## config.mk

```make
export PLATFORM = sky130hd
export DESIGN_NAME = pcec_checker_result
export DESIGN_NICKNAME = d
export VERILOG_FILES = /design/src/include/pcec_pkg.sv /design/src/pcec_checker_result.sv /design/src/pcec_err_accum.sv
export SDC_FILE = /design/constraint.sdc
export NUM_CORES = 1
export LEC_CHECK = 0
export BUFFER_PORTS_ARGS = -buffer_cell sky130_fd_sc_hd__buf_2
export CORE_UTILIZATION = 35
export CTS_CLUSTER_SIZE = 14
export DETAILED_ROUTE_END_ITERATION = 6
export SKIP_LAST_GASP = 1
export SLEW_MARGIN = 10
export SYNTH_ARGS = -nofsm -noshare
export SYNTH_HDL_FRONTEND = slang
export SYNTH_SLANG_ARGS = --single-unit
```

## constraint.sdc

```tcl
create_clock -name sys_clk_i -period 8.73 [get_ports sys_clk_i]
set_input_delay 1.746 -clock sys_clk_i [delete_from_list [all_inputs] [get_ports sys_clk_i]]
set_output_delay 1.746 -clock sys_clk_i [all_outputs]
set_load 0.01 [all_outputs]
```

## src/include/pcec_pkg.sv

```systemverilog
// pcec_pkg: constants shared by the pattern checker result logic.
// assumes one 50 MHz clock domain and a 16-bit configuration port.
package pcec_pkg;

   localparam int unsigned DATA_W        = 32;
   localparam int unsigned CNT_W         = 32;
   localparam int unsigned CFG_ADDR_W    = 10;
   localparam int unsigned CFG_DATA_W    = 16;
   localparam int unsigned SEL_W         = 4;
   localparam int unsigned THR_W         = 8;

   // configuration port offsets of the error total halves
   localparam logic [9:0]  TOTAL_LOW_A_OFS  = 10'h15E;
   localparam logic [9:0]  TOTAL_HIGH_A_OFS = 10'h15F;
   localparam logic [9:0]  TOTAL_LOW_B_OFS  = 10'h25E;
   localparam logic [9:0]  TOTAL_HIGH_B_OFS = 10'h25F;

   // field positions inside the 32-bit total
   localparam int unsigned LOW_LSB       = 0;
   localparam int unsigned HIGH_LSB      = 16;

   // reset and saturation values
   localparam logic [31:0] TOTAL_RST     = 32'h0000_0000;
   localparam logic [31:0] TOTAL_SAT     = 32'hFFFF_FFFF;
   localparam logic [15:0] HOLD_RST      = 16'h0000;
   localparam logic [15:0] RDATA_RST     = 16'h0000;
   localparam logic [7:0]  RUN_RST       = 8'h00;

   // pattern select codes
   localparam logic [3:0]  SEL_OFF       = 4'h0;
   localparam logic [3:0]  SEL_SEQ7      = 4'h1;
   localparam logic [3:0]  SEL_SEQ9      = 4'h2;
   localparam logic [3:0]  SEL_SEQ15     = 4'h3;
   localparam logic [3:0]  SEL_SEQ23     = 4'h4;
   localparam logic [3:0]  SEL_SEQ31     = 4'h5;

   // supported lock threshold range
   localparam logic [7:0]  THR_MIN       = 8'h0F;
   localparam logic [7:0]  THR_MAX       = 8'hFF;

   typedef enum logic [1:0] {
      PCEC_OFF    = 2'b00,
      PCEC_HUNT   = 2'b01,
      PCEC_LOCKED = 2'b10
   } pcec_state_e;

   // number of set bits in a mismatch word
   function automatic logic [5:0] pcec_popcount(input logic [DATA_W-1:0] v);
      logic [5:0] n;
      n = 6'h00;
      for (int i = 0; i < DATA_W; i++) begin
         n = n + {5'h00, v[i]};
      end
      return n;
   endfunction : pcec_popcount

   // true for the five defined sequence codes
   function automatic logic pcec_sel_valid(input logic [3:0] sel);
      return (sel >= SEL_SEQ7) && (sel <= SEL_SEQ31);
   endfunction : pcec_sel_valid

endpackage : pcec_pkg

```

## src/pcec_checker_result.sv

```systemverilog
// pcec_checker_result: error total, lock flag, error pulse and feedback
// of the receive pattern checker, with the total read over the config port.
// assumes the comparator upstream supplies a per-bit mismatch word and
// all inputs are synchronous to sys_clk_i.
//
// Behaviour
// - a counter clear sets the 32-bit error total to zero.
// - one mismatching bit adds one to the total.
// - a word with several bad bits adds its exact bad-bit count.
// - nothing is added to the total until the lock flag has risen.
// - the total saturates at all ones and never wraps.
// - the total is read only as two 16-bit config port reads.
// - with feedback select 1 the error pulse drives the tx inject.
// - with feedback select 0 the external inject drives the tx inject.
// - lock rises after the programmed count of error-free valid words.
// - select 0 is off, 1 to 5 pick the 7/9/15/23/31 stage sequences.
// - once high the lock flag stays high until reset or clear.
// - the error pulse is high only in cycles with errors, not sticky.
`timescale 1ns/10ps
module pcec_checker_result (
   input  wire logic        sys_clk_i,
   input  wire logic        rst_n_i,
   input  wire logic        ce_i,
   // checker datapath side
   input  wire logic        word_valid_i,
   input  wire logic [31:0] bit_mismatch_i,
   input  wire logic [3:0]  checker_pattern_select_i,
   input  wire logic        checker_counter_clear_i,
   input  wire logic [7:0]  lock_acquire_threshold_i,
   input  wire logic        error_feedback_select_i,
   input  wire logic        tx_error_inject_i,
   output logic             checker_lock_flag_o,
   output logic             checker_error_pulse_o,
   output logic             tx_pattern_error_inject_o,
   output logic             threshold_unsupported_o,
   // configuration port
   input  wire logic        config_port_en_i,
   input  wire logic        config_port_we_i,
   input  wire logic [9:0]  config_port_addr_i,
   output logic      [15:0] config_port_rdata_o,
   output logic             config_port_rdy_o
);

   pcec_pkg::pcec_state_e state_reg;
   pcec_pkg::pcec_state_e state_next;
   logic [7:0]            run_reg;
   logic [7:0]            run_next;
   logic                  err_reg;
   logic                  err_next;
   logic [15:0]           hold_reg;
   logic [15:0]           hold_next;
   logic [15:0]           rdata_reg;
   logic [15:0]           rdata_next;
   logic                  rdy_reg;
   logic                  rdy_next;
   logic [31:0]           total;
   logic                  active;
   logic                  word_bad;
   logic                  add_en;
   logic [5:0]            bad_bits;
   logic [7:0]            run_inc;

   // checking only runs for a defined sequence code
   assign active   = pcec_pkg::pcec_sel_valid(checker_pattern_select_i);
   assign word_bad = active && word_valid_i && (bit_mismatch_i != 32'h0000_0000);
   assign bad_bits = pcec_pkg::pcec_popcount(bit_mismatch_i);
   assign run_inc  = run_reg + 8'h01;

   // ---- lock tracking ----
   always_comb begin
      state_next = state_reg;
      run_next   = run_reg;
      if (checker_counter_clear_i) begin
         // clear restarts the hunt for lock
         state_next = pcec_pkg::PCEC_OFF;
         run_next   = pcec_pkg::RUN_RST;
      end else begin
         case (state_reg)
            pcec_pkg::PCEC_OFF: begin
               // run stays at zero until a sequence is selected
               run_next = pcec_pkg::RUN_RST;
               if (active) begin
                  state_next = pcec_pkg::PCEC_HUNT;
               end
            end
            pcec_pkg::PCEC_HUNT: begin
               if (!active) begin
                  state_next = pcec_pkg::PCEC_OFF;
                  run_next   = pcec_pkg::RUN_RST;
               end else if (word_bad) begin
                  run_next = pcec_pkg::RUN_RST;
               end else if (word_valid_i) begin
                  // threshold compare on the incremented run length
                  // invalid cycles neither advance nor reset the run
                  // no wrap: the top threshold of 255 locks first
                  if (run_inc >= lock_acquire_threshold_i) begin
                     state_next = pcec_pkg::PCEC_LOCKED;
                  end
                  run_next = run_inc;
               end
            end
            pcec_pkg::PCEC_LOCKED: begin
               // sticky: pattern changes do not drop lock
               state_next = pcec_pkg::PCEC_LOCKED;
            end
            default: begin
               state_next = pcec_pkg::PCEC_OFF;
               run_next   = pcec_pkg::RUN_RST;
            end
         endcase
      end
   end

   always_ff @(posedge sys_clk_i or negedge rst_n_i) begin
      if (!rst_n_i) begin
         state_reg <= pcec_pkg::PCEC_OFF;
         run_reg   <= pcec_pkg::RUN_RST;
      end else if (ce_i) begin
         state_reg <= state_next;
         run_reg   <= run_next;
      end
   end

   assign checker_lock_flag_o = (state_reg == pcec_pkg::PCEC_LOCKED);

   // out-of-range thresholds are flagged, not corrected; lock still works
   always_comb begin
      threshold_unsupported_o = 1'b0;
      if (lock_acquire_threshold_i < pcec_pkg::THR_MIN) begin
         threshold_unsupported_o = 1'b1;
      end
   end

   // ---- error pulse ----
   // registered so the tx inject sees a clean one-cycle pulse
   always_comb begin
      err_next = word_bad;
   end

   always_ff @(posedge sys_clk_i or negedge rst_n_i) begin
      if (!rst_n_i) begin
         err_reg <= 1'b0;
      end else if (ce_i) begin
         err_reg <= err_next;
      end
   end

   assign checker_error_pulse_o = err_reg;

   // feedback mux stays in this clock domain, so no crossing is needed
   always_comb begin
      if (error_feedback_select_i) begin
         tx_pattern_error_inject_o = err_reg;
      end else begin
         tx_pattern_error_inject_o = tx_error_inject_i;
      end
   end

   // ---- error total ----
   // counting only while locked; the locking word itself is error free
   // clear wins over a same-cycle error add inside the accumulator
   assign add_en = word_bad && (state_reg == pcec_pkg::PCEC_LOCKED);

   pcec_err_accum u_accum (
      .sys_clk_i  (sys_clk_i),
      .rst_n_i    (rst_n_i),
      .ce_i       (ce_i),
      .clear_i    (checker_counter_clear_i),
      .add_en_i   (add_en),
      .add_bits_i (bad_bits),
      .total_o    (total)
   );

   // ---- configuration port reads ----
   always_comb begin
      hold_next  = hold_reg;
      rdata_next = rdata_reg;
      rdy_next   = 1'b0;
      if (config_port_en_i) begin
         rdy_next = 1'b1;
         // writes are acknowledged but change nothing: the total is read only
         if (!config_port_we_i) begin
            case (config_port_addr_i)
               pcec_pkg::TOTAL_LOW_A_OFS,
               pcec_pkg::TOTAL_LOW_B_OFS: begin
                  rdata_next = total[pcec_pkg::LOW_LSB +: 16];
                  // snapshot so the pair reads one consistent value
                  hold_next  = total[pcec_pkg::HIGH_LSB +: 16];
               end
               pcec_pkg::TOTAL_HIGH_A_OFS,
               pcec_pkg::TOTAL_HIGH_B_OFS: begin
                  rdata_next = hold_reg;
               end
               default: begin
                  // unmapped reads return zero, never stale data
                  rdata_next = pcec_pkg::RDATA_RST;
               end
            endcase
         end
      end
   end

   always_ff @(posedge sys_clk_i or negedge rst_n_i) begin
      if (!rst_n_i) begin
         hold_reg  <= pcec_pkg::HOLD_RST;
         rdata_reg <= pcec_pkg::RDATA_RST;
         rdy_reg   <= 1'b0;
      end else if (ce_i) begin
         hold_reg  <= hold_next;
         rdata_reg <= rdata_next;
         rdy_reg   <= rdy_next;
      end
   end

   assign config_port_rdata_o = rdata_reg;
   assign config_port_rdy_o   = rdy_reg;

endmodule : pcec_checker_result

```

## src/pcec_err_accum.sv

```systemverilog
// pcec_err_accum: saturating 32-bit bit-error accumulator.
// assumes clear and add inputs synchronous to sys_clk_i.
`timescale 1ns/10ps
module pcec_err_accum (
   input  wire logic        sys_clk_i,
   input  wire logic        rst_n_i,
   input  wire logic        ce_i,
   input  wire logic        clear_i,
   input  wire logic        add_en_i,
   input  wire logic [5:0]  add_bits_i,
   output logic      [31:0] total_o
);

   logic [31:0] total_reg;
   logic [31:0] total_next;
   logic [32:0] sum;

   always_comb begin
      sum        = {1'b0, total_reg} + {27'h0000000, add_bits_i};
      total_next = total_reg;
      if (clear_i) begin
         total_next = pcec_pkg::TOTAL_RST;
      end else if (add_en_i) begin
         // carry out means the total passed all ones
         if (sum[32]) begin
            total_next = pcec_pkg::TOTAL_SAT;
         end else begin
            total_next = sum[31:0];
         end
      end
   end

   always_ff @(posedge sys_clk_i or negedge rst_n_i) begin
      if (!rst_n_i) begin
         total_reg <= pcec_pkg::TOTAL_RST;
      end else if (ce_i) begin
         total_reg <= total_next;
      end
   end

   assign total_o = total_reg;

endmodule : pcec_err_accum
```

==> results of run 1 <==
-- worst max-delay path, stage by stage --
cell	delay, ns
buf_2	0.11
fa_1	0.53
inv_1	0.05
fa_1	0.54
fa_1	0.45
fa_1	0.54
fa_1	0.44
fa_1	0.51
fa_1	0.18
inv_1	0.05
fa_1	0.41
a211oi_1	0.37
o21ai_0	0.22
and3_1	0.27
nand2_1	0.35
o21ai_0	0.15
a22o_1	0.25
-- metrics by stage --
step | cell area [um^2] | power [mW] | hold slack [ns] | setup slack, ns | std cells
5_1_grt | 6170 | 1.34 | 0.502 | 1.43 | 811
3_3_place_gp | 5880 | 0.864 | 0.458 | 1.46 | 796
2_1_floorplan | 5330 | 0.757 | 0.458 | 2.04 | 547
4_1_cts | 6170 | 1.24 | 0.477 | 1.77 | 811
6_report | 6170 | 1.22 | 0.467 | 1.77 | 811
3_5_place_dp | 5880 | 0.878 | 0.465 | 1.43 | 796
-- metal layers --
metal | up-vias | track usage | routed length [um] | part of all wire
met2 | 68 | 0.268 | 5750 | 0.49
met5 | - | 0 | 0 | 0
met3 | 9 | 0.0248 | 347 | 0.029
met4 | 0 | 0.0488 | 120 | 0.010
met1 | 2142 | 0.215 | 5590 | 0.47
li1 | 2095 | - | - | -
-- layout by cell type, fill, tap and decap left out, types with 4 or more instances in the layout --
cell,count
a21o_1,9
a21oi_1,23
a22o_1,9
a31oi_1,7
and2_1,4
and3_1,5
buf_2,83
buf_4,4
clkbuf_16,9
dfrtp_1,76
fa_1,26
ha_1,25
inv_1,58
mux2_1,9
mux2_2,10
mux2i_1,17
nand2_1,40
nand3_1,22
nand3b_1,6
nand4_1,11
nor2_1,21
nor3_1,12
nor4_1,11
o21a_1,5
o21ai_0,38
o21ai_1,13
xnor2_1,5
xor2_1,7
-- final cells by class --
cell class	count	area, um^2
Clock inverter	2	35.0
Multi-Input combinational cell	391	3090
Fill cell	1450	8530
Sequential cell	76	1900
Clock buffer	13	250
Timing Repair Buffer	87	445
Tap cell	184	230
Inverter	58	218
-- power groups by stage --
| stage | Combinational [mW] | Clock [mW] | Sequential, mW |
|---|---|---|---|
| after floorplan | 0.393 | 0 | 0.363 |
| after global placement | 0.500 | 0 | 0.364 |
| after detailed placement | 0.514 | 0 | 0.364 |
| after CTS | 0.518 | 0.369 | 0.357 |
| after global routing | 0.604 | 0.382 | 0.358 |
| final | 0.505 | 0.359 | 0.358 |
-- cells by family (layout without fill, tap and decap cells) --
logic type	after synthesis	count (layout)	share of synthesized area
compound gates	133	133	0.161
xor+xnor	12	12	0.0197
fa+ha+maj	51	51	0.156
buf+inv	80	160	0.0630
flops	76	76	0.357
mux	36	36	0.0721
simple gates	159	159	0.170
-- final timing paths --
path	cells after the start	slack [ns]	from	end
setup / recovery	17	1.77	bit_mismatch_i[0]	u_accum.total_o[7]
hold / removal	2	0.47	config_port_rdata_o[5]	config_port_rdata_o[5]
setup reg to reg	15	3.40	u_accum.total_o[0]	u_accum.total_o[7]
hold reg to reg	2	0.47	config_port_rdata_o[5]	config_port_rdata_o[5]
max in group asynchronous	2	6.45	rst_n_i	config_port_rdata_o[3]
min in group asynchronous	2	1.64	rst_n_i	config_port_rdata_o[13]
==> run_results.csv, run 1 <==
group,metric,value,unit
route,num_vias,4314,
power,p_per_area,198,mW/mm^2
timing,setup_tns,0,ns
power,p_seq_frac,0.293,
synthesis,seq_area_frac_synth,0.357,
synthesis,ys_ff_latch,76,
die,die_w,125,um
synthesis,synth_common_cells,"dfrtp_1, inv_1, nand2_1",
run_status,status,"complete, but fails checks",
synthesis,async_flop_share,1.00,
route,drtIter0Drc,239,
synthesis,syn_area_per_cell,9.74,um^2
route,vias_per_cell,5.32,
timing,final.period_utilization,0.797,
clock_tree,clk_pin_slew_worst_paths,0.05,ns
timing,max_slew_margin,0.358,
route,routed_wl,11800,um
critical_path,endpoint_kind,"register",
die,initial_core_util,0.362,
route,drc,5,
power,pwr-share-comb,0.413,
route,detail_route.wl_per_cell,14.6,um
finish,area_growth,15.8,%
clock_tree,numClockSinks,76,
clock_tree,htreeDepth,3,
synthesis,synth-main-ff-cell,"dfrtp_1",
clock_tree,post_cts_buffers,0,
run_status,violations,"design-rule violations",
critical_path,crit_fanout,12,
clock_tree,cts_hold_buf,0,
critical_path,path_class,"in -> reg",
power,sw_frac_of_total,0.343,
worst_hold_path,min_path_type,"reg -> reg",
global_route,grt_max_degree,77,
placed_design,place_hpwl,8960,um
synthesis,synth_cells,547,
placed_design,gp_congestion,0.849,
timing,drv_slew,0,
synthesis,synth_fp_nets,661,
power,p_sw,419,uW
timing,finalCriticalPeriod,6.96,ns
synthesis,synthTopCellsByArea,"dfrtp_1, fa_1, ha_1",
timing,worst_slew_pin_slew,0.963,ns
timing,skew,0.00530,ns
timing,setup_viol,0,
timing,rsz0062_at_grt,"false",
finish,drive_above_1_share,0.198,
clock_tree,clockBufferDepth,2,
global_route,grt.total_usage,0.161,
die,rows,44,
finish,largest_reg_flops,32,
synthesis,ys_warn_count,0,
power,p_leak,3.09,nW
die,dieArea,0.0157,mm^2
clock_tree,numCtsBuffers,9,
global_route,grt_pass1_vias,4402,
route,postRouteAntennaNets,0,
flow_run,cap_violations,0,
route,first_pass_iters,7,
synthesis,netlist_area,0.00533,mm^2
die,die_h,125,um
synthesis,netlist-cell-type-count,62,
global_route,grt_pass1_wl,20700,um
clock_tree,cts_tree,"built",
global_route,antenna_found_initial,0,
finish,fin_nets,737,
timing,timing.fmax,144,MHz
power,p_clk_frac,0.294,
power,p_int,802,uW
timing,hold_viol,0,
global_route,grt-ovfl-total,0,
power,peakVddDrop,0.000123,V
synthesis,synth-edff-count,0,
critical_path,worstPathArrival,7.18,ns
die,core_area,0.0147,mm^2
die,io-pin-count,84,
finish,fin_util,0.420,
clock_tree,cts_root_buffer,"clkbuf_16",
clock_tree,cts-resized-gates,0,
critical_path,start_kind,"primary input",
critical_path,critical_path_required,8.95,ns
finish,num_antenna_cells,0,
clock_tree,clk_latency,0.33,ns
synthesis,synth.top_cell.area_share,0.357,
placed_design,port_buffers,83,
synthesis,yosysTopAreaCell,"dfrtp_1",
synthesis,synthMostInstantiatedCell,"dfrtp_1",
(Power assumes the default switching activity.)
==> inputs of run 2 (changes only) <==
==> constraint.sdc (replaced) <==
create_clock -name sys_clk_i -period 6.7 [get_ports sys_clk_i]
set_input_delay 1.34 -clock sys_clk_i [delete_from_list [all_inputs] [get_ports sys_clk_i]]
set_output_delay 1.34 -clock sys_clk_i [all_outputs]
set_load 0.01 [all_outputs]
==> run 2 against run 1 <==
  * The flow still finishes with violations (design-rule violations)
  * Via count hardly changed
  * Global-route usage rose by 0.55 points
  * Clock power grew 15%
  * Cell area fell by 0.37%
  * Critical endpoint is now u_accum.total_o[31]
==> run_results.csv, run 2 (synthesis gave the netlist of run 1 again) <==
group,metric,value,unit
clock_tree,clk_pin_slew_worst_paths,0.05,ns
timing,drv_slew,0,
placed_design,post-place-ws,0.0450,ns
timing,skew,0.00794,ns
global_route,antenna_found_initial,0,
critical_path,path_class,"in -> reg",
route,postRouteAntennaNets,0,
flow_run,cap_violations,0,
die,die_w,125,um
global_route,grt-ovfl-total,0,
timing,max_slew_margin,0.358,
power,p_leak,3.08,nW
timing,worst_slew_pin_slew,0.963,ns
clock_tree,numCtsBuffers,9,
clock_tree,clk_latency,0.33,ns
finish,final-seq-area,0.00190,mm^2
timing,setup_ws,0.430,ns
placed_design,port_buffers,83,
critical_path,endpoint_kind,"register",
clock_tree,numClockSinks,76,
timing,setup_viol,0,
die,core_area,0.0147,mm^2
power,peakVddDrop,0.000187,V
global_route,grt.total_usage,0.166,
clock_tree,cts_hold_buf,0,
run_status,violations,"design-rule violations",
worst_hold_path,min_path_type,"reg -> reg",
timing,timing.fmax,159,MHz
route,num_vias,4317,
finish,final_cell_count_no_fill,812,
placed_design,gp_congestion,0.830,
finish,mostFrequentLayoutCells,"buf_2, dfrtp_1, inv_1",
die,initial_core_util,0.362,
finish,num_antenna_cells,0,
critical_path,worstPathArrival,6.48,ns
global_route,grt_max_degree,77,
route,drc,2,
clock_tree,cts-resized-gates,0,
die,rows,44,
critical_path,start_kind,"primary input",
clock_tree,cts_root_buffer,"clkbuf_16",
timing,setup_tns,0,ns
placed_design,place_hpwl,9110,um
timing,final.period_utilization,0.936,
finish,largest_reg_flops,32,
finish,area_growth,15.4,%
route,vias_per_cell,5.32,
finish,final_common_cell,"buf_2",
placed_design,dp.cells,799,
clock_tree,cts_tree,"built",
critical_path,cp_slowest_stage_delay,0.55,ns
route,drtIter0Drc,286,
clock_tree,clockBufferDepth,2,
finish,drive_above_1_share,0.197,
die,io-pin-count,84,
clock_tree,post_cts_buffers,0,
finish,fill_cells,1444,
route,detail_route.wl_per_cell,14.9,um
global_route,grt_pass1_wl,21300,um
critical_path,critical_path_required,6.91,ns
critical_path,crit_path_frequent_cell,"fa_1",
critical_path,cp_cell_sequence,"buf_2 > fa_1 > inv_1 > fa_1 > inv_1 > fa_1 > fa_1 > fa_1 > inv_1 > fa_1 > inv_1 > fa_1 > a211oi_1 > o21ai_0 > and3_1 > nand2_1 > buf_4 > o21ai_0 > a22o_1",
power,p_per_area,255,mW/mm^2
timing,hold_viol,0,
finish,fin_util,0.418,
route,first_pass_iters,7,
global_route,grt_pass1_vias,4370,
timing,rsz0062_at_grt,"false",
critical_path,crit_slowest_cell,"fa_1",
run_status,status,"complete, but fails checks",
finish,fin_nets,740,
die,dieArea,0.0157,mm^2
clock_tree,htreeDepth,3,
timing,finalCriticalPeriod,6.27,ns
route,routed_wl,12100,um
finish,multi_input_area,0.00309,mm^2
critical_path,crit_fanout,6,
power,power,1.57,mW
die,die_h,125,um
==> run 2: final timing paths <==
path / start / end / slack [ns] / depth (start not counted)
worst max-delay path: bit_mismatch_i[0] / u_accum.total_o[31] / 0.43 / 19
worst min-delay path: config_port_rdata_o[6] / config_port_rdata_o[6] / 0.47 / 2
worst max register to register: u_accum.total_o[0] / u_accum.total_o[31] / 1.63 / 17
worst min register to register: config_port_rdata_o[6] / config_port_rdata_o[6] / 0.47 / 2
max in group asynchronous: rst_n_i / config_port_rdata_o[2] / 4.84 / 2
min in group asynchronous: rst_n_i / u_accum.total_o[12] / 1.26 / 2
==> run 2: layer usage <==
layer	wire length (um)	track usage	up-vias	part of all wire
met5	0	0	-	0
met4	142	0.0509	0	0.012
met3	488	0.0270	12	0.040
met2	5810	0.272	92	0.48
met1	5620	0.225	2108	0.47
li1	-	-	2105	-
==> run 2: critical path, delay by kind of cell <==
kind / cells / cell delay [ns]
AO/OA/AOI/OAI: 4 / 0.77
adder cells (fa/ha/maj): 7 / 3.46
buffers and inverters: 6 / 0.52
AND/OR/NAND/NOR: 2 / 0.39
==> run 2: area by class of cell <==
type | instances | share of cell area
timing repair buffer | 90 | 0.0761
tap | 184 | 0.0375
clock buffer | 13 | 0.0391
inverter | 58 | 0.0354
sequential | 76 | 0.309
multi-input combinational | 391 | 0.502
==> run 2: power breakdown <==
group | internal (mW) | switching, mW
sequential | 0.463 | 0.00327
clock | 0.245 | 0.168
combinational | 0.310 | 0.377
total | 1.02 | 0.548
==> run 2: per-stage QoR <==
stage / cell area, um^2 / hold slack (ns)
after CTS: 6150 / 0.476
after global routing: 6150 / 0.491
after detailed placement: 5910 / 0.464
final: 6150 / 0.466
after floorplan: 5330 / 0.458
after global placement: 5910 / 0.455
